<file path="src/include/rsc_pkg.sv">
// Constants, register map and pin bundle for the roof control unit.
// Assumes a 200 MHz system clock; the bit, slot and long-press cycle counts are derived here.
package rsc_pkg;

   // ----------------------------------------
   // Timing
   // ----------------------------------------
   localparam int CLK_PERIOD_NS = 5;
   localparam int BIT_TIME_US = 4100;
   localparam int SLOT_TIME_US = 2600;
   localparam int BIT_CYCLES = BIT_TIME_US * 1000 / CLK_PERIOD_NS;
   localparam int SLOT_CYCLES = SLOT_TIME_US * 1000 / CLK_PERIOD_NS;
   localparam int IDLE_BITS = 5;
   localparam int HOLD_BITS = 12;
   localparam int LONG_PRESS_MS = 500;
   localparam int LONG_PRESS_CYCLES = LONG_PRESS_MS * 1000000 / CLK_PERIOD_NS;

   // ----------------------------------------
   // Frame layout and action codes
   // ----------------------------------------
   localparam int DATA_BITS = 4;
   localparam int FRAME_BITS = DATA_BITS + 1;
   localparam int ADJ_POS = 0;
   localparam int ACT_LSB = 2;
   localparam int ACT_MSB = 3;
   localparam logic ADJ_MODE = 1'b0;
   localparam logic [1:0] ACT_OPEN_ROOF = 2'h0;
   localparam logic [1:0] ACT_OPEN_FRONT = 2'h1;
   localparam logic [1:0] ACT_OPEN_REAR = 2'h2;
   localparam logic [1:0] ACT_CLOSE_ALL = 2'h3;

   // ----------------------------------------
   // Register map
   // ----------------------------------------
   localparam int ADDR_W = 4;
   localparam int DATA_W = 32;
   localparam logic [ADDR_W-1:0] REG_CTRL = 4'h0;
   localparam logic [ADDR_W-1:0] REG_STATUS = 4'h4;
   localparam logic [ADDR_W-1:0] REG_ERR = 4'h8;
   localparam logic [ADDR_W-1:0] REG_FRAMES = 4'hC;
   localparam int CTRL_EN_POS = 0;
   localparam int CTRL_SER_POS = 1;
   localparam logic CTRL_EN_RST = 1'b1;
   localparam logic CTRL_SER_RST = 1'b1;
   localparam int ERR_PAR_POS = 0;
   localparam int ERR_IDLE_POS = 1;
   localparam int ST_AUTH_POS = 0;
   localparam int ST_BATT_POS = 1;
   localparam int ST_PERMIT_POS = 2;
   localparam int ST_CMD_LSB = 4;
   localparam int ST_OUT_LSB = 8;
   localparam int FRAME_CNT_W = 16;
   localparam logic [1:0] RESP_OKAY = 2'h0;
   localparam logic [1:0] RESP_DECERR = 2'h3;

   // ----------------------------------------
   // Pins crossing into the clock domain
   // ----------------------------------------
   typedef struct packed {
      logic serial_line;
      logic auth;
      logic batt_ok;
      logic sunroof_open_sw;
      logic sunroof_close_sw;
      logic open_air_open_sw;
      logic open_air_close_sw;
      logic blind_open_sw;
      logic blind_close_sw;
      logic rear_down_sw;
      logic rear_up_sw;
      logic rear_inhibit_sw;
      logic rear_down_end;
      logic blind_open_end;
      logic sunroof_open_end;
   } rsc_pins_s;
   localparam rsc_pins_s PINS_RESET = 15'h4000; // Serial line idles high

endpackage

</file>
<file path="src/include/rsc_frame_if.sv">
// Carries decoded frames from the serial receiver to the control core.
// Single clock domain; all signals are one-cycle pulses except payload.
`timescale 1ns/1ps
`default_nettype none
interface rsc_frame_if;
   logic valid;
   logic [rsc_pkg::DATA_BITS-1:0] payload;
   logic parity_err;
   logic idle_err;
   modport rx (output valid, output payload, output parity_err, output idle_err);
   modport ctl (input valid, input payload, input parity_err, input idle_err);
endinterface
`default_nettype wire

</file>
<file path="src/design/rsc_roof_control_unit.sv">
// Roof control unit: serial command decode, switch handling, motor commands.
// Assumes AXI4-Lite master on aclk, asynchronous pins, 200 MHz clock.
//
// The implementer's own choices: the AXI4-Lite slave port and the address map.
`timescale 1ns/1ps
`default_nettype none
module rsc_roof_control_unit #(
   parameter int BIT_CYC = rsc_pkg::BIT_CYCLES,
   parameter int SLOT_CYC = rsc_pkg::SLOT_CYCLES,
   parameter int LONG_CYC = rsc_pkg::LONG_PRESS_CYCLES
) (
   // Clock, reset, enable
   input wire logic aclk,
   input wire logic aresetn,
   input wire logic ce,
   // AXI4-Lite write address and data
   input wire logic [rsc_pkg::ADDR_W-1:0] s_axi_awaddr,
   input wire logic [2:0] s_axi_awprot,
   input wire logic s_axi_awvalid,
   output logic s_axi_awready,
   input wire logic [rsc_pkg::DATA_W-1:0] s_axi_wdata,
   input wire logic [3:0] s_axi_wstrb,
   input wire logic s_axi_wvalid,
   output logic s_axi_wready,
   // AXI4-Lite write response
   output logic [1:0] s_axi_bresp,
   output logic s_axi_bvalid,
   input wire logic s_axi_bready,
   // AXI4-Lite read
   input wire logic [rsc_pkg::ADDR_W-1:0] s_axi_araddr,
   input wire logic [2:0] s_axi_arprot,
   input wire logic s_axi_arvalid,
   output logic s_axi_arready,
   output logic [rsc_pkg::DATA_W-1:0] s_axi_rdata,
   output logic [1:0] s_axi_rresp,
   output logic s_axi_rvalid,
   input wire logic s_axi_rready,
   // Link from central computer
   input wire logic serial_line,
   input wire logic window_authorisation_input,
   input wire logic battery_ok_input,
   // Roof console and dashboard switches
   input wire logic sunroof_open_sw,
   input wire logic sunroof_close_sw,
   input wire logic open_air_open_sw,
   input wire logic open_air_close_sw,
   input wire logic blind_open_sw,
   input wire logic blind_close_sw,
   input wire logic rear_down_sw,
   input wire logic rear_up_sw,
   input wire logic rear_inhibit_sw,
   // End of travel
   input wire logic rear_down_end,
   input wire logic blind_open_end,
   input wire logic sunroof_open_end,
   // Motor commands
   output logic sunroof_open,
   output logic sunroof_close,
   output logic blind_open,
   output logic blind_close,
   output logic rear_up,
   output logic rear_down,
   output logic front_up,
   output logic front_down
);
   import rsc_pkg::*;
   localparam int HOLD_CYC = HOLD_BITS * BIT_CYC;
   localparam int HW = $clog2(HOLD_CYC + 1);
   localparam int LW = $clog2(LONG_CYC + 1);

   // ----------------------------------------
   // State
   // ----------------------------------------
   typedef struct packed {
      // Registers
      logic ctrl_en;
      logic ctrl_ser;
      logic err_par;
      logic err_idle;
      logic [FRAME_CNT_W-1:0] frames;
      logic [DATA_BITS-1:0] last_cmd;
      // Bus slave
      logic awready;
      logic wready;
      logic bvalid;
      logic [1:0] bresp;
      logic arready;
      logic rvalid;
      logic [1:0] rresp;
      logic [DATA_W-1:0] rdata;
      logic have_aw;
      logic have_w;
      logic [ADDR_W-1:0] aw_addr;
      logic [DATA_W-1:0] wdata;
      logic [3:0] wstrb;
      // Command control
      logic [1:0] scmd;
      logic [HW-1:0] hold;
      logic [LW-1:0] long_cnt;
      logic rear_ot;
      logic blind_ot;
      logic roof_ot;
      // Motor outputs
      logic [7:0] mot;
   } rsc_top_s;

   rsc_top_s q, next_q;
   rsc_pins_s pins;
   logic [$bits(rsc_pins_s)-1:0] pins_sync;
   rsc_frame_if frm ();

   // ----------------------------------------
   // Helpers
   // ----------------------------------------
   // Address decode shared by read and write paths
   function automatic logic reg_mapped(input logic [ADDR_W-1:0] a);
      return (a == REG_CTRL) || (a == REG_STATUS) || (a == REG_ERR) || (a == REG_FRAMES);
   endfunction

   // Byte-lane merge for partial writes
   function automatic logic [DATA_W-1:0] lane_merge(input logic [DATA_W-1:0] old_v,
                                                    input logic [DATA_W-1:0] new_v,
                                                    input logic [3:0] strb);
      logic [DATA_W-1:0] r;
      r = old_v;
      for (int b = 0; b < 4; b++) begin
         if (strb[b]) r[b*8 +: 8] = new_v[b*8 +: 8];
      end
      return r;
   endfunction

   // ----------------------------------------
   // Submodules
   // ----------------------------------------
   rsc_pin_sync #(
      .W($bits(rsc_pins_s)),
      .RESET_VAL(PINS_RESET)
   ) u_sync (
      .aclk(aclk),
      .aresetn(aresetn),
      .ce(ce),
      .pin_in({serial_line, window_authorisation_input, battery_ok_input, sunroof_open_sw,
               sunroof_close_sw, open_air_open_sw, open_air_close_sw, blind_open_sw,
               blind_close_sw, rear_down_sw, rear_up_sw, rear_inhibit_sw, rear_down_end,
               blind_open_end, sunroof_open_end}),
      .pin_out(pins_sync)
   );
   assign pins = rsc_pins_s'(pins_sync);

   rsc_frame_rx #(
      .BIT_CYC(BIT_CYC),
      .SLOT_CYC(SLOT_CYC)
   ) u_rx (
      .aclk(aclk),
      .aresetn(aresetn),
      .ce(ce),
      .line(pins.serial_line),
      .rx_en(q.ctrl_ser),
      .frm(frm)
   );

   // ----------------------------------------
   // Next-state logic
   // ----------------------------------------
   logic permit;
   logic rear_ok;
   logic s_act;
   logic s_close;
   logic oa_long;
   logic roof_close_req;
   logic up_front;
   logic up_rear;
   logic close_blind;
   logic [DATA_W-1:0] ctrl_word;
   logic [DATA_W-1:0] wr_word;
   logic err_clr_par;
   logic err_clr_idle;

   always_comb begin
      next_q = q;
      err_clr_par = 1'b0;
      err_clr_idle = 1'b0;
      ctrl_word = '0;
      ctrl_word[CTRL_EN_POS] = q.ctrl_en;
      ctrl_word[CTRL_SER_POS] = q.ctrl_ser;
      wr_word = lane_merge('0, q.wdata, q.wstrb);
      // Permission first, as the status read below reports it
      permit = q.ctrl_en & pins.auth & pins.batt_ok;
      rear_ok = permit & ~pins.rear_inhibit_sw;

      // Bus write: address and data taken in either order
      if (s_axi_awvalid && q.awready) begin
         next_q.have_aw = 1'b1;
         next_q.aw_addr = s_axi_awaddr;
      end
      if (s_axi_wvalid && q.wready) begin
         next_q.have_w = 1'b1;
         next_q.wdata = s_axi_wdata;
         next_q.wstrb = s_axi_wstrb;
      end
      if (q.have_aw && q.have_w && !q.bvalid) begin
         next_q.have_aw = 1'b0;
         next_q.have_w = 1'b0;
         next_q.bvalid = 1'b1;
         next_q.bresp = reg_mapped(q.aw_addr) ? RESP_OKAY : RESP_DECERR;
         if (q.aw_addr == REG_CTRL) begin
            ctrl_word = lane_merge(ctrl_word, q.wdata, q.wstrb);
            next_q.ctrl_en = ctrl_word[CTRL_EN_POS];
            next_q.ctrl_ser = ctrl_word[CTRL_SER_POS];
         end
         if (q.aw_addr == REG_ERR) begin
            err_clr_par = wr_word[ERR_PAR_POS];
            err_clr_idle = wr_word[ERR_IDLE_POS];
         end
      end else if (q.bvalid && s_axi_bready) begin
         next_q.bvalid = 1'b0;
      end

      // Bus read: data answered the cycle after the address is taken
      if (s_axi_arvalid && q.arready) begin
         next_q.rvalid = 1'b1;
         next_q.rresp = reg_mapped(s_axi_araddr) ? RESP_OKAY : RESP_DECERR;
         next_q.rdata = '0;
         unique case (s_axi_araddr)
            REG_CTRL: next_q.rdata = ctrl_word;
            REG_STATUS: begin
               next_q.rdata[ST_AUTH_POS] = pins.auth;
               next_q.rdata[ST_BATT_POS] = pins.batt_ok;
               next_q.rdata[ST_PERMIT_POS] = permit;
               next_q.rdata[ST_CMD_LSB +: DATA_BITS] = q.last_cmd;
               next_q.rdata[ST_OUT_LSB +: 8] = q.mot;
            end
            REG_ERR: begin
               next_q.rdata[ERR_PAR_POS] = q.err_par;
               next_q.rdata[ERR_IDLE_POS] = q.err_idle;
            end
            REG_FRAMES: next_q.rdata[FRAME_CNT_W-1:0] = q.frames;
            default: next_q.rdata = '0;
         endcase
      end else if (q.rvalid && s_axi_rready) begin
         next_q.rvalid = 1'b0;
      end
      next_q.awready = !next_q.have_aw && !next_q.bvalid;
      next_q.wready = !next_q.have_w && !next_q.bvalid;
      next_q.arready = !next_q.rvalid;

      // Receive errors are sticky; a new error beats a clear in the same cycle
      next_q.err_par = (q.err_par & ~err_clr_par) | frm.parity_err;
      next_q.err_idle = (q.err_idle & ~err_clr_idle) | frm.idle_err;

      // Serial commands stay active for a hold window, renewed by each frame whose ADJ_POS bit is ADJ_MODE
      if (frm.valid) begin
         next_q.frames = q.frames + 1'b1;
         next_q.last_cmd = frm.payload;
         // Reserved bit is not looked at
         if (frm.payload[ADJ_POS] == ADJ_MODE) begin
            next_q.scmd = frm.payload[ACT_MSB:ACT_LSB];
            next_q.hold = HW'(HOLD_CYC);
         end
      end else if (q.hold != '0) begin
         next_q.hold = q.hold - 1'b1;
      end
      s_act = (q.hold != '0) & permit;
      s_close = s_act & (q.scmd == ACT_CLOSE_ALL);

      // Open air close only counts after a sustained press
      if (pins.open_air_close_sw && permit) begin
         if (q.long_cnt != LW'(LONG_CYC)) next_q.long_cnt = q.long_cnt + 1'b1;
      end else begin
         next_q.long_cnt = '0;
      end
      oa_long = (q.long_cnt == LW'(LONG_CYC));

      // Closing is level driven: it stops as soon as the request goes away
      roof_close_req = pins.sunroof_close_sw | oa_long | s_close;
      up_front = oa_long | s_close;
      up_rear = pins.rear_up_sw | oa_long | s_close;
      close_blind = pins.blind_close_sw | s_close;

      // One-touch latches for downward and opening moves only
      if (!rear_ok || up_rear || pins.rear_down_end) begin
         next_q.rear_ot = 1'b0;
      end else if (pins.rear_down_sw || pins.open_air_open_sw ||
                   (s_act && q.scmd == ACT_OPEN_REAR)) begin
         next_q.rear_ot = 1'b1;
      end
      if (!permit || close_blind || pins.blind_open_end) begin
         next_q.blind_ot = 1'b0;
      end else if (pins.blind_open_sw || (s_act && q.scmd == ACT_OPEN_ROOF)) begin
         next_q.blind_ot = 1'b1;
      end
      if (!permit || roof_close_req || pins.sunroof_open_end) begin
         next_q.roof_ot = 1'b0;
      end else if (s_act && q.scmd == ACT_OPEN_ROOF) begin
         next_q.roof_ot = 1'b1;
      end

      // Motor commands; a close request always masks the opposite move
      next_q.mot = '0;
      if (permit) begin
         next_q.mot[0] = (pins.sunroof_open_sw | pins.open_air_open_sw | q.roof_ot) &
                         ~roof_close_req & ~pins.sunroof_open_end;
         next_q.mot[1] = roof_close_req;
         next_q.mot[2] = q.blind_ot & ~close_blind & ~pins.blind_open_end;
         next_q.mot[3] = close_blind;
         next_q.mot[4] = up_rear & rear_ok;
         next_q.mot[5] = q.rear_ot & rear_ok & ~up_rear & ~pins.rear_down_end;
         next_q.mot[6] = up_front;
         next_q.mot[7] = (pins.open_air_open_sw | (s_act && q.scmd == ACT_OPEN_FRONT)) &
                         ~up_front;
      end
   end

   // ----------------------------------------
   // State register
   // ----------------------------------------
   always_ff @(posedge aclk) begin
      if (!aresetn) begin
         q <= '0;
         q.ctrl_en <= CTRL_EN_RST;
         q.ctrl_ser <= CTRL_SER_RST;
      end else if (ce) begin
         q <= next_q;
      end
   end

   // ----------------------------------------
   // Outputs, all straight from the state register
   // ----------------------------------------
   assign s_axi_awready = q.awready;
   assign s_axi_wready = q.wready;
   assign s_axi_bvalid = q.bvalid;
   assign s_axi_bresp = q.bresp;
   assign s_axi_arready = q.arready;
   assign s_axi_rvalid = q.rvalid;
   assign s_axi_rresp = q.rresp;
   assign s_axi_rdata = q.rdata;
   assign sunroof_open = q.mot[0];
   assign sunroof_close = q.mot[1];
   assign blind_open = q.mot[2];
   assign blind_close = q.mot[3];
   assign rear_up = q.mot[4];
   assign rear_down = q.mot[5];
   assign front_up = q.mot[6];
   assign front_down = q.mot[7];
endmodule // rsc_roof_control_unit
`default_nettype wire

</file>
<file path="src/design/rsc_pin_sync.sv">
// Three-stage synchroniser with agreement filter for asynchronous pins.
// Assumes every bit is a slow level; output moves when stages two and three agree.
`timescale 1ns/1ps
`default_nettype none
module rsc_pin_sync #(
   parameter int W = 1,
   parameter logic [W-1:0] RESET_VAL = '0
) (
   // Clock and reset
   input wire logic aclk,
   input wire logic aresetn,
   input wire logic ce,
   // Pins
   input wire logic [W-1:0] pin_in,
   output logic [W-1:0] pin_out
);
   typedef struct packed {
      logic [W-1:0] s1;
      logic [W-1:0] s2;
      logic [W-1:0] s3;
      logic [W-1:0] q;
   } rsc_sync_s;

   rsc_sync_s q, next_q;

   // Stage one only feeds stage two, so no logic sees a metastable value
   always_comb begin
      next_q = q;
      next_q.s1 = pin_in;
      next_q.s2 = q.s1;
      next_q.s3 = q.s2;
      for (int i = 0; i < W; i++) begin
         if (q.s2[i] == q.s3[i]) begin
            next_q.q[i] = q.s3[i];
         end
      end
   end

   always_ff @(posedge aclk) begin
      if (!aresetn) begin
         q <= {RESET_VAL, RESET_VAL, RESET_VAL, RESET_VAL};
      end else if (ce) begin
         q <= next_q;
      end
   end

   assign pin_out = q.q;
endmodule // rsc_pin_sync
`default_nettype wire

</file>
<file path="src/design/rsc_frame_rx.sv">
// Serial frame receiver: start bit, four data bits, even parity, idle check.
// Assumes line is already synchronised to aclk and idles high.
`timescale 1ns/1ps
`default_nettype none
module rsc_frame_rx #(
   parameter int BIT_CYC = rsc_pkg::BIT_CYCLES,
   parameter int SLOT_CYC = rsc_pkg::SLOT_CYCLES
) (
   // Clock and reset
   input wire logic aclk,
   input wire logic aresetn,
   input wire logic ce,
   // Line and control
   input wire logic line,
   input wire logic rx_en,
   // Decoded frames
   rsc_frame_if.rx frm
);
   import rsc_pkg::*;
   localparam int IDLE_CYC = IDLE_BITS * BIT_CYC;
   localparam int CW = $clog2(IDLE_CYC + 1);

   typedef enum logic [1:0] {RX_IDLE, RX_START, RX_BITS} rsc_rx_e;
   typedef struct packed {
      rsc_rx_e st;
      logic [CW-1:0] cnt;
      logic [CW-1:0] idle_cnt;
      logic [2:0] bitn;
      logic [FRAME_BITS-1:0] sh;
      logic prev;
      logic idle_ok;
      logic valid;
      logic perr;
      logic ierr;
   } rsc_rx_s;

   rsc_rx_s q, next_q;
   logic [FRAME_BITS-1:0] word;

   // Frame sequencing; bits sampled mid-period, LSB first
   always_comb begin
      next_q = q;
      next_q.valid = 1'b0;
      next_q.perr = 1'b0;
      next_q.ierr = 1'b0;
      next_q.prev = line;
      word = {line, q.sh[FRAME_BITS-1:1]};
      unique case (q.st)
         RX_IDLE: begin
            if (line) begin
               if (q.idle_cnt != CW'(IDLE_CYC)) next_q.idle_cnt = q.idle_cnt + 1'b1;
            end else if (q.prev && rx_en) begin
               next_q.idle_ok = (q.idle_cnt == CW'(IDLE_CYC));
               next_q.st = RX_START;
               next_q.cnt = '0;
            end
         end
         RX_START: begin
            next_q.cnt = q.cnt + 1'b1;
            // A high inside the first half of the signal slot is a glitch, not a start
            if (line && q.cnt < CW'(SLOT_CYC / 2)) begin
               next_q.st = RX_IDLE;
               next_q.idle_cnt = '0;
            end else if (q.cnt == CW'(BIT_CYC / 2 - 1)) begin
               next_q.cnt = '0;
               next_q.bitn = '0;
               next_q.st = line ? RX_IDLE : RX_BITS;
               next_q.idle_cnt = '0;
            end
         end
         RX_BITS: begin
            next_q.cnt = q.cnt + 1'b1;
            if (q.cnt == CW'(BIT_CYC - 1)) begin
               next_q.cnt = '0;
               next_q.sh = word;
               next_q.bitn = q.bitn + 1'b1;
               if (q.bitn == 3'(FRAME_BITS - 1)) begin
                  next_q.st = RX_IDLE;
                  next_q.idle_cnt = '0;
                  next_q.prev = 1'b0; // Low parity tail is not a new start
                  next_q.perr = ^word;
                  next_q.ierr = ~q.idle_ok;
                  next_q.valid = ~(^word) & q.idle_ok;
               end
            end
         end
      endcase
   end

   always_ff @(posedge aclk) begin
      if (!aresetn) begin
         q <= '{st: RX_IDLE, cnt: '0, idle_cnt: '0, bitn: '0, sh: '0, prev: 1'b1,
                idle_ok: 1'b0, valid: 1'b0, perr: 1'b0, ierr: 1'b0};
      end else if (ce) begin
         q <= next_q;
      end
   end

   assign frm.valid = q.valid;
   assign frm.payload = q.sh[DATA_BITS-1:0];
   assign frm.parity_err = q.perr;
   assign frm.idle_err = q.ierr;
endmodule // rsc_frame_rx
`default_nettype wire

</file>
<file path="config.mk">
export PLATFORM = sky130hd
export DESIGN_NAME = rsc_roof_control_unit
export DESIGN_NICKNAME = d
export VERILOG_FILES = /design/src/include/rsc_pkg.sv /design/src/include/rsc_frame_if.sv /design/src/design/rsc_roof_control_unit.sv /design/src/design/rsc_pin_sync.sv /design/src/design/rsc_frame_rx.sv
export SDC_FILE = /design/constraint.sdc
export NUM_CORES = 1
export LEC_CHECK = 0
export ABC_CLOCK_PERIOD_IN_PS = 3500
export BUFFER_PORTS_ARGS = -buffer_cell sky130_fd_sc_hd__buf_4
export CORE_ASPECT_RATIO = 1.5
export CORE_MARGIN = 1.5
export CORE_UTILIZATION = 52
export DETAILED_ROUTE_END_ITERATION = 16
export GPL_TIMING_DRIVEN = 0
export PLACE_DENSITY = 0.74
export SYNTH_ARGS = -nofsm -noshare
export SYNTH_HDL_FRONTEND = slang
export SYNTH_HIERARCHICAL = 1
export SYNTH_SLANG_ARGS = --single-unit
</file>
<file path="constraint.sdc">
create_clock -name aclk -period 3.5 [get_ports aclk]
set_clock_uncertainty 0.1 [all_clocks]
set_input_delay 0.525 -clock aclk [delete_from_list [all_inputs] [get_ports aclk]]
set_output_delay 0.525 -clock aclk [all_outputs]
set_load 0.1 [all_outputs]
</file>
### After elaboration in Yosys (flattened, before gate mapping)

Index checks and enable logic that the tools add are counted.
W data, S select, Z words.

* add/sub/neg operators: 6
* order comparisons: 1
* eq/ne operators: 44
* mux-type cells: 57
* bitwise operators: 42
* reduce and logical (&&, ||, !) cells: 81

Operators with widths (number)
* $pmux W46 S3: 1
* $mux W24: 5
* $mux W22: 5
* $mux W32: 2
* $mux W55: 1
* $mux W27: 2
* $mux W49: 1
* $reduce_and A2 Y1: 24
* $add A22 B1 Y22 const B: 2
* $mux W8: 5
* $pmux W12 S3: 1
* $add A27 B1 Y27 const B: 1
* $eq A27 B27 Y1 const B: 1
* $ne A27 B27 Y1 const B: 1
* $reduce_bool A24 Y1: 1
* $sub A24 B1 Y24 const B: 1
* $eq A22 B19 Y1 const B: 1
* $eq A22 B20 Y1 const B: 1
* $eq A22 B22 Y1 const B: 1
* $lt A22 B18 Y1 const B: 1
* $ne A22 B22 Y1 const B: 1
* $mux W1: 18
* $and A1 B1 Y1: 17
* $add A16 B1 Y16 const B: 1
* 30 further kinds: 136

* flip-flop bits (word level): 290
* input bits: 73
* output and inout bits: 49
* logic and storage cells: 285

### Logic depth before layout (Yosys ltp)

Gate-level depths: netlist of the first run.

* word-level depth: 9
* gate-level depth with buffers: 10
* depth with buffers taken out: 8

### Hierarchy

Netlist of the first run, hierarchy kept.

Modules (own cells, without submodules)
* rsc_roof_control_unit: instances 1, cells each 884, area each 7474.7 um^2, seq. area each 3383.2 um^2
* rsc_frame_rx: instances 1, cells each 431, area each 3465.8 um^2, seq. area each 1181.1 um^2
* rsc_pin_sync: instances 1, cells each 242, area each 2506.2 um^2, seq. area each 1201.2 um^2

### Least setup slack after synthesis of the first run

Ideal clock, no wire load.

* path kind: reg-to-reg
* start: register q (netlist bit s_axi_bvalid)
* end: register q (netlist bit s_axi_rdata[9])
* setup time: 0.077 ns
* arrival time: 2.363 ns
* required time: 3.323 ns
* setup slack: 0.960 ns
* cell stages (with the launch flop): 7
* buffers on the path: 1
* period minus slack after synthesis: 2.540 ns
* path through: dfxtp_1 or4bb_1 nor4b_1 and2_1 clkbuf_1 a222oi_1 o21ai_0

* longest elaborated chain between the ends: 4

RTL lines
* start, declared: RTL line rsc_roof_control_unit.sv:107 `rsc_top_s q, next_q;`
* start signal, assigned: RTL line rsc_roof_control_unit.sv:323 `q <= next_q;`
* $logic_not A1 Y1: RTL line rsc_roof_control_unit.sv:201 `if (q.have_aw && q.have_w && !q.bvalid) begin`
* $logic_and A1 B1 Y1: RTL line rsc_roof_control_unit.sv:201
* $mux W32: RTL line rsc_roof_control_unit.sv:201
* $pmux W12 S3: RTL line rsc_roof_control_unit.sv:224 `unique case (s_axi_araddr)`

No other way between the ends.
A chain may end at the register's enable or synchronous reset.

### Worst setup path in the final report of the first run

* start: register u_rx/q[35] (netlist name)
* end: register u_rx/q[52] (netlist name)

* longest elaborated chain between the ends: 4
* elaborated cells between the ends (all ways): 9
* those cells by class: add/sub (1); order compare (1); eq/ne (2); mux (4); reduce/logical (1)

RTL lines
* start, declared: RTL line rsc_frame_rx.sv:37 `rsc_rx_s q, next_q;`
* start signal, assigned: RTL line rsc_frame_rx.sv:92 `q <= '{st: RX_IDLE, cnt: '0, idle_cnt: '0, bitn: '0, sh: '0, prev: 1'b1,`
* start signal, assigned: RTL line rsc_frame_rx.sv:95 `q <= next_q;`
* $add A22 B1 Y22 (tied with other cells): RTL line rsc_frame_rx.sv:59, rsc_frame_rx.sv:72
* $mux W49 / $logic_and A1 B1 Y1 (equally long branches): RTL line rsc_frame_rx.sv:64, rsc_frame_rx.sv:61
* $mux W22: RTL line rsc_frame_rx.sv:61 `if (line && q.cnt < CW'(SLOT_CYC / 2)) begin`
* $pmux W46 S3 (*): RTL line rsc_frame_rx.sv:48 `unique case (q.st)`

Every way passes the cells marked *; elsewhere a longest branch is shown, timed or not. The select of a mux whose other input is x is not followed.

==> impl_metrics.json, run 1 <==
{
  "fin_nets": 1788,
  "crit_type": "reg -> reg",
  "hold_viol": 0,
  "io_pins": 122,
  "cts_buffers": 28,
  "routed-wl-met3_um": 1662,
  "hold_class": "in -> reg",
  "synthCells": 1557,
  "grt_pass1_vias": 11420,
  "slew_headroom_pct": 48.07,
  "htree_levels": 1,
  "grt.overflow.total": 0,
  "synth_top_area_cell": "dfxtp_1",
  "worstPathMaxFanout": 10,
  "clk_pin_slew_ps": 70,
  "grt_pass1_wl_um": 55450,
  "p_leak_nw": 5.901,
  "yosysTopAreaCellShare_pct": 42.88,
  "wl_per_cell_um": 16.88,
  "yosys_warnings": 6,
  "syn_area_mm2": 0.01345,
  "vdd_ir_drop_max_v": 0.0004009,
  "crit_chain": "ha_1 -> nor4b_2 -> nand4_1 -> o21ai_0 -> a2111oi_0 -> buf_2 -> buf_2 -> a31oi_1 -> a31oi_1",
  "start_util_pct": 53.30,
  "cts_num_sinks": 288,
  "dp.cells": 2000,
  "setup_viol": 0,
  "yosys_register_bits": 288,
  "nFillCells": 2235,
  "dpl_cell_area_mm2": 0.01472,
  "worstSkewPairLatency_ps": 560,
  "vias": 11850,
  "tritoncts": "yes",
  "ctsResizeCount": 0,
  "avgSynthCellArea_um2": 8.636,
  "cp_data_required_time_ps": 3880,
  "viasPerCell": 5.780,
  "path_delay_family": "compound AO/OA/AOI/OAI gates",
  "syn_nets": 1643,
  "port-buffer-count": 115,
  "fin_crit_sh_pct": 84.87,
  "drt-initial-drc-count": 778,
  "slowest_delay_ps": 710,
  "final_max_slew_viol_count": 0,
  "place_congestion": 0.8772,
  "cp_data_arrival_time_ps": 3350,
  "grt_max_degree": 18,
  "ant_nets": 0,
  "end_kind": "flip-flop",
  "fin_crit_ps": 2970,
  "fin_area_mm2": 0.01569,
  "clock.fmax_mhz": 336.7,
  "wl_met2_um": 18120,
  "ys.flop_type": "dfxtp_1",
  "yosysUniqueCellTypes": 91,
  "drc": 0,
  "crit_slowest_cell": "a2111oi_0",
  "antenna_cells": 0,
  "yosysSeqAreaShare_pct": 42.88,
  "routed_wl_um": 34610,
  "rsz0062_at_grt": "no",
  "postCtsSetupBuffers": 0,
  "tns_ps": 0,
  "pwr_density_cell_mw_per_mm2": 535.3,
  "final_layout_size_suffix_gt1_share_pct": 16.26,
  "ys_top_cells_by_area": "dfxtp_1 43%, nand2_1 5.7%, mux2i_1 4.3%, a21oi_1 4.0%, nor2_1 3.3%",
  "drt_first_pass_iters": 6,
  "outcome": "finished clean",
  "grt_usage_pct": 25.15,
  "fp-row-count": 71,
  "worstMarginPinSlew_ps": 772.0,
  "core_area_mm2": 0.02523,
  "final_cells": 2050,
  "async_reset_ff_share_pct": 0,
  "post-dp-hpwl_um": 25490,
  "cp-start-kind": "flip-flop",
  "clockBufferDepth": 3,
  "synth_edf_count": 0,
  "cts_hold_buf": 0,
  "wl_met1_um": 13730,
  "die-area_mm2": 0.02685,
  "max-cap-violations": 0,
  "critPathBufInv": 2,
  "routed.top_layer": "met4",
  "areaGrowthSynthToFinish_pct": 16.67,
  "antenna_found_initial": 0,
  "dieWidth_um": 134.3,
  "cts-root-buf": "clkbuf_16",
  "dieHeight_um": 199.9
}
## state kept, by name, summed over array words and instances (netlist names), 4 cells and up
register          count
u_sync/next_q        30
u_sync/q             15
u_rx/q               52
u_rx/frm.payload      4
s_axi_rdata          32
u_sync/pin_out       15
q                   122
## cell usage in the layout (no fill, tap or decap), types with 8 or more instances in the layout
| master | n |
|---|---|
| dfxtp_1 | 288 |
| nand2_1 | 203 |
| buf_4 | 172 |
| nor2_1 | 117 |
| a21oi_1 | 107 |
| clkbuf_1 | 59 |
| mux2i_1 | 58 |
| o21ai_0 | 52 |
| nor2b_1 | 49 |
| nand3_1 | 44 |
| nor3_1 | 40 |
| nand4_1 | 35 |
| inv_1 | 33 |
| xor2_1 | 30 |
| and3_1 | 29 |
| clkbuf_16 | 29 |
| xnor2_1 | 24 |
| a22oi_1 | 19 |
| nor4_1 | 19 |
| a32o_1 | 18 |
| o211ai_1 | 17 |
| or3_1 | 14 |
| a222oi_1 | 13 |
| a31oi_1 | 13 |
| ha_1 | 13 |
| buf_2 | 12 |
| o21ai_1 | 11 |
| nor3b_1 | 10 |
| o2111ai_1 | 10 |
| and2_1 | 9 |
| and4_1 | 9 |
| or4_1 | 8 |
| o31ai_1 | 8 |
## final timing paths
kind | startpoint | end | slack, ps | cells after the start
hold reg to reg | q[89] | q[89] | 350 | 2
hold / removal | s_axi_awaddr[1] | q[101] | 110 | 3
setup / recovery | u_rx/q[35] | u_rx/q[52] | 530 | 9
setup reg to reg | u_rx/q[35] | u_rx/q[52] | 530 | 9
## per-stage QoR
stage	setup slack (ps)	utilization [%]	hold slack [ps]	total power [mW]
5_1_grt	405.0	62.19	98.07	8.719
4_1_cts	618.9	62.19	94.14	8.428
6_report	529.6	62.19	108.1	8.398
2_1_floorplan	959.7	-	326.3	4.825
3_5_place_dp	545.4	58.35	343.3	5.261
3_3_place_gp	531.5	58.35	336.4	5.219
## power by group
part	leakage [nW]	switching (mW)	internal [mW]
combinational	3.09	0.991	0.643
clock	0.481	1.33	1.83
sequential	2.33	0.155	3.44
## final cells by class
| class | count | area (µm²) | share of cell area [%] |
|---|---|---|---|
| clock inverters | 15 | 180.2 | 1.148 |
| plain buffers | 146 | 900.9 | 5.742 |
| multi-input cells | 1088 | 6646 | 42.36 |
| clock buffers | 35 | 788.3 | 5.024 |
| repair buffers | 115 | 863.3 | 5.503 |
| inverters | 35 | 133.9 | 0.8533 |
| well taps | 328 | 410.4 | 2.616 |
| flip-flops and latches | 288 | 5766 | 36.75 |
## per-layer routing
metal	track usage, %	vias to the layer above
met4	10.47	0
met1	27.80	5633
met5	0	-
met3	2.828	74
li1	-	5820
met2	48.34	321
## worst register-to-register path: cells and delay by family (launching register included)
| family | cells | cell delay [ps] |
|---|---|---|
| AO/OA/AOI/OAI | 4 | 1180 |
| adder cells (fa/ha/maj) | 1 | 280 |
| AND/OR/NAND/NOR | 2 | 380 |
| flip-flops | 1 | 360 |
| buffers and inverters | 2 | 610 |
## cells in the mapped netlist (all sizes together) (4+ instances only)
cell type  instances
o21a               7
mux2i             58
o21ai             65
nand2            203
nand3             44
a222oi            13
or3               20
nor3b             10
dfxtp            288
and4               9
a211o              5
and3              29
nor4b              6
o2111ai           10
nand4             35
nor2b             49
a31oi             13
clkbuf            62
a21oi            107
o211ai            17
a22o               7
inv               34
or4               12
nand2b             4
a211oi             5
ha                13
a22oi             19
o31ai              9
buf               83
xor2              30
nor4              20
nor2             117
a41oi              5
nor3              43
or2                7
and2               9
a32o              18
xnor2             24
## logic make-up after synthesis
family	share of synthesized area, %
compound gates	16.50
xor+xnor	3.517
fa+ha+maj	1.210
buf+inv	7.695
flops	42.88
mux	4.401
simple gates	23.80
Note: power is estimated with default switching activity, not from simulation.
==> inputs of run 2 (changes only) <==
ABC_CLOCK_PERIOD_IN_PS = 2560   (was 3500)
PLACE_DENSITY = 0.77   (was 0.74)
clock period = 2.56 ns   (was 3.5 ns; I/O delays follow)
==> run 2 against run 1 <==
  * Hold slack got worse by 98 ps
  * Maximum frequency increased by 18%
  * Global-route usage increased by 0.95 points
  * Wire length increased by 3.2%
  * Largest power group unchanged
  * Sequential power increased by 37%
==> impl_metrics.json, run 2 (synthesis results as in run 1) <==
{
  "die-area_mm2": 0.02685,
  "vias": 12240,
  "final_cells": 2094,
  "cts_buffers": 28,
  "worstSkewPairLatency_ps": 550,
  "clk_pin_slew_ps": 70,
  "hold_viol": 0,
  "tritoncts": "yes",
  "dieWidth_um": 134.3,
  "final_cell_mix": "285 x dfxtp_1, 203 x nand2_1, 190 x buf_4",
  "clockBufferDepth": 3,
  "crit_type": "reg -> reg",
  "tns_ps": 0,
  "antenna_cells": 0,
  "areaGrowthSynthToFinish_pct": 21.24,
  "final_max_slew_viol_count": 0,
  "drt_first_pass_iters": 7,
  "port-buffer-count": 115,
  "grt_max_degree": 16,
  "htree_levels": 1,
  "place_worst_setup_slack_ps": -293.1,
  "hold_class": "in -> reg",
  "routed_wl_um": 35730,
  "fin_crit_sh_pct": 98.48,
  "grt.overflow.total": 0,
  "grt_pass1_wl_um": 57710,
  "cp_data_arrival_time_ps": 2860,
  "clock.fmax_mhz": 396.7,
  "fp-row-count": 71,
  "dieHeight_um": 199.9,
  "grt_pass1_vias": 11960,
  "pwr_density_cell_mw_per_mm2": 746.5,
  "grt_usage_pct": 26.10,
  "final_common_cell": "dfxtp_1",
  "drc": 0,
  "place_congestion": 0.8865,
  "setup_ws_ps": 39.03,
  "antenna_found_initial": 0,
  "final_core_util_pct": 64.62,
  "fin_nets": 1830,
  "viasPerCell": 5.847,
  "p_leak_nw": 6.173,
  "cp_data_required_time_ps": 2900,
  "start_util_pct": 53.30,
  "end_kind": "flip-flop",
  "final_layout_size_suffix_gt1_share_pct": 17.95,
  "fin_crit_ps": 2521,
  "cts_num_sinks": 288,
  "max-cap-violations": 0,
  "worstPathMaxFanout": 7,
  "io_pins": 122,
  "wl_per_cell_um": 17.06,
  "outcome": "finished clean",
  "largest_register_ffs": 122,
  "nFillCells": 2050,
  "vdd_ir_drop_max_v": 0.0007451,
  "drt-initial-drc-count": 759,
  "cp-start-kind": "flip-flop",
  "largest-register": "q",
  "ant_nets": 0,
  "dp.cells": 2000,
  "cts-root-buf": "clkbuf_16",
  "core_area_mm2": 0.02523,
  "setup_viol": 0,
  "slew_headroom_pct": 49.46,
  "worstMarginPinSlew_ps": 751.2,
  "post-dp-hpwl_um": 25640
}
==> run 2: changes by cell type in the layout (fill, tap and decap cells not counted), sizes merged <==
cell         delta
buf            +18
clkbuf          -2
bufinv          +2
clkinv          -2
inv             -2
clkinvlp        +1
dlygate4sd3    +29
==> run 2: final timing paths <==
check,startpoint,endpoint,slack [ps],cells after the start
hold reg to reg,u_rx/frm.payload[0],u_rx/frm.payload[0],350,2
hold / removal,s_axi_wdata[3],q[71],10,3
setup reg to reg,q[54],q[61],40,6
setup / recovery,q[54],q[61],40,6
==> run 2: area by class of cell <==
cell class	count	area, µm²	area share [%]
multi-input cells	1088	6735	41.31
flip-flops and latches	288	5774	35.42
repair buffers	162	1301	7.982
plain buffers	141	910.9	5.587
clock buffers	38	829.5	5.088
well taps	328	410.4	2.517
clock inverters	14	207.7	1.274
inverters	35	133.9	0.8212
==> run 2: worst max-delay path, cell delays in order (launching register included) <==
cell     delay, ps
dfxtp_2        350
or4_4          540
buf_6          150
or2_0          230
or3b_1         410
or4_1          460
and3_1         180
==> run 2: routing by layer <==
layer | track usage [%] | routed length [µm] | vias up
met5 | 0 | 0 | -
met3 | 3.157 | 1790 | 124
met4 | 12.70 | 1595 | 0
li1 | - | - | 5916
met1 | 28.69 | 13940 | 5798
met2 | 49.33 | 18400 | 406
==> run 2: power breakdown <==
| group | total, mW | switching [mW] | internal [mW] |
|---|---|---|---|
| combinational | 2.70 | 1.48 | 1.22 |
| clock | 4.54 | 1.76 | 2.78 |
| sequential | 4.93 | 0.224 | 4.71 |
==> run 2: timing repair <==
item	in CTS	in global routing
setup endpoints to repair	55	74
resized for setup	10	30
setup buffers	5	13
pin swaps	6	10
hold endpoints to repair	29	0
hold buffers	29	0
==> run 2: stage by stage <==
step                power, mW  area (µm²)  hold WS, ps
floorplan               6.597       13450        326.3
global placement        7.133       14720        335.7
detailed placement      7.196       14720        345.7
CTS                     11.86       16110       0.5556
global route            12.66       16300        12.23
finish                  12.17       16300        10.33
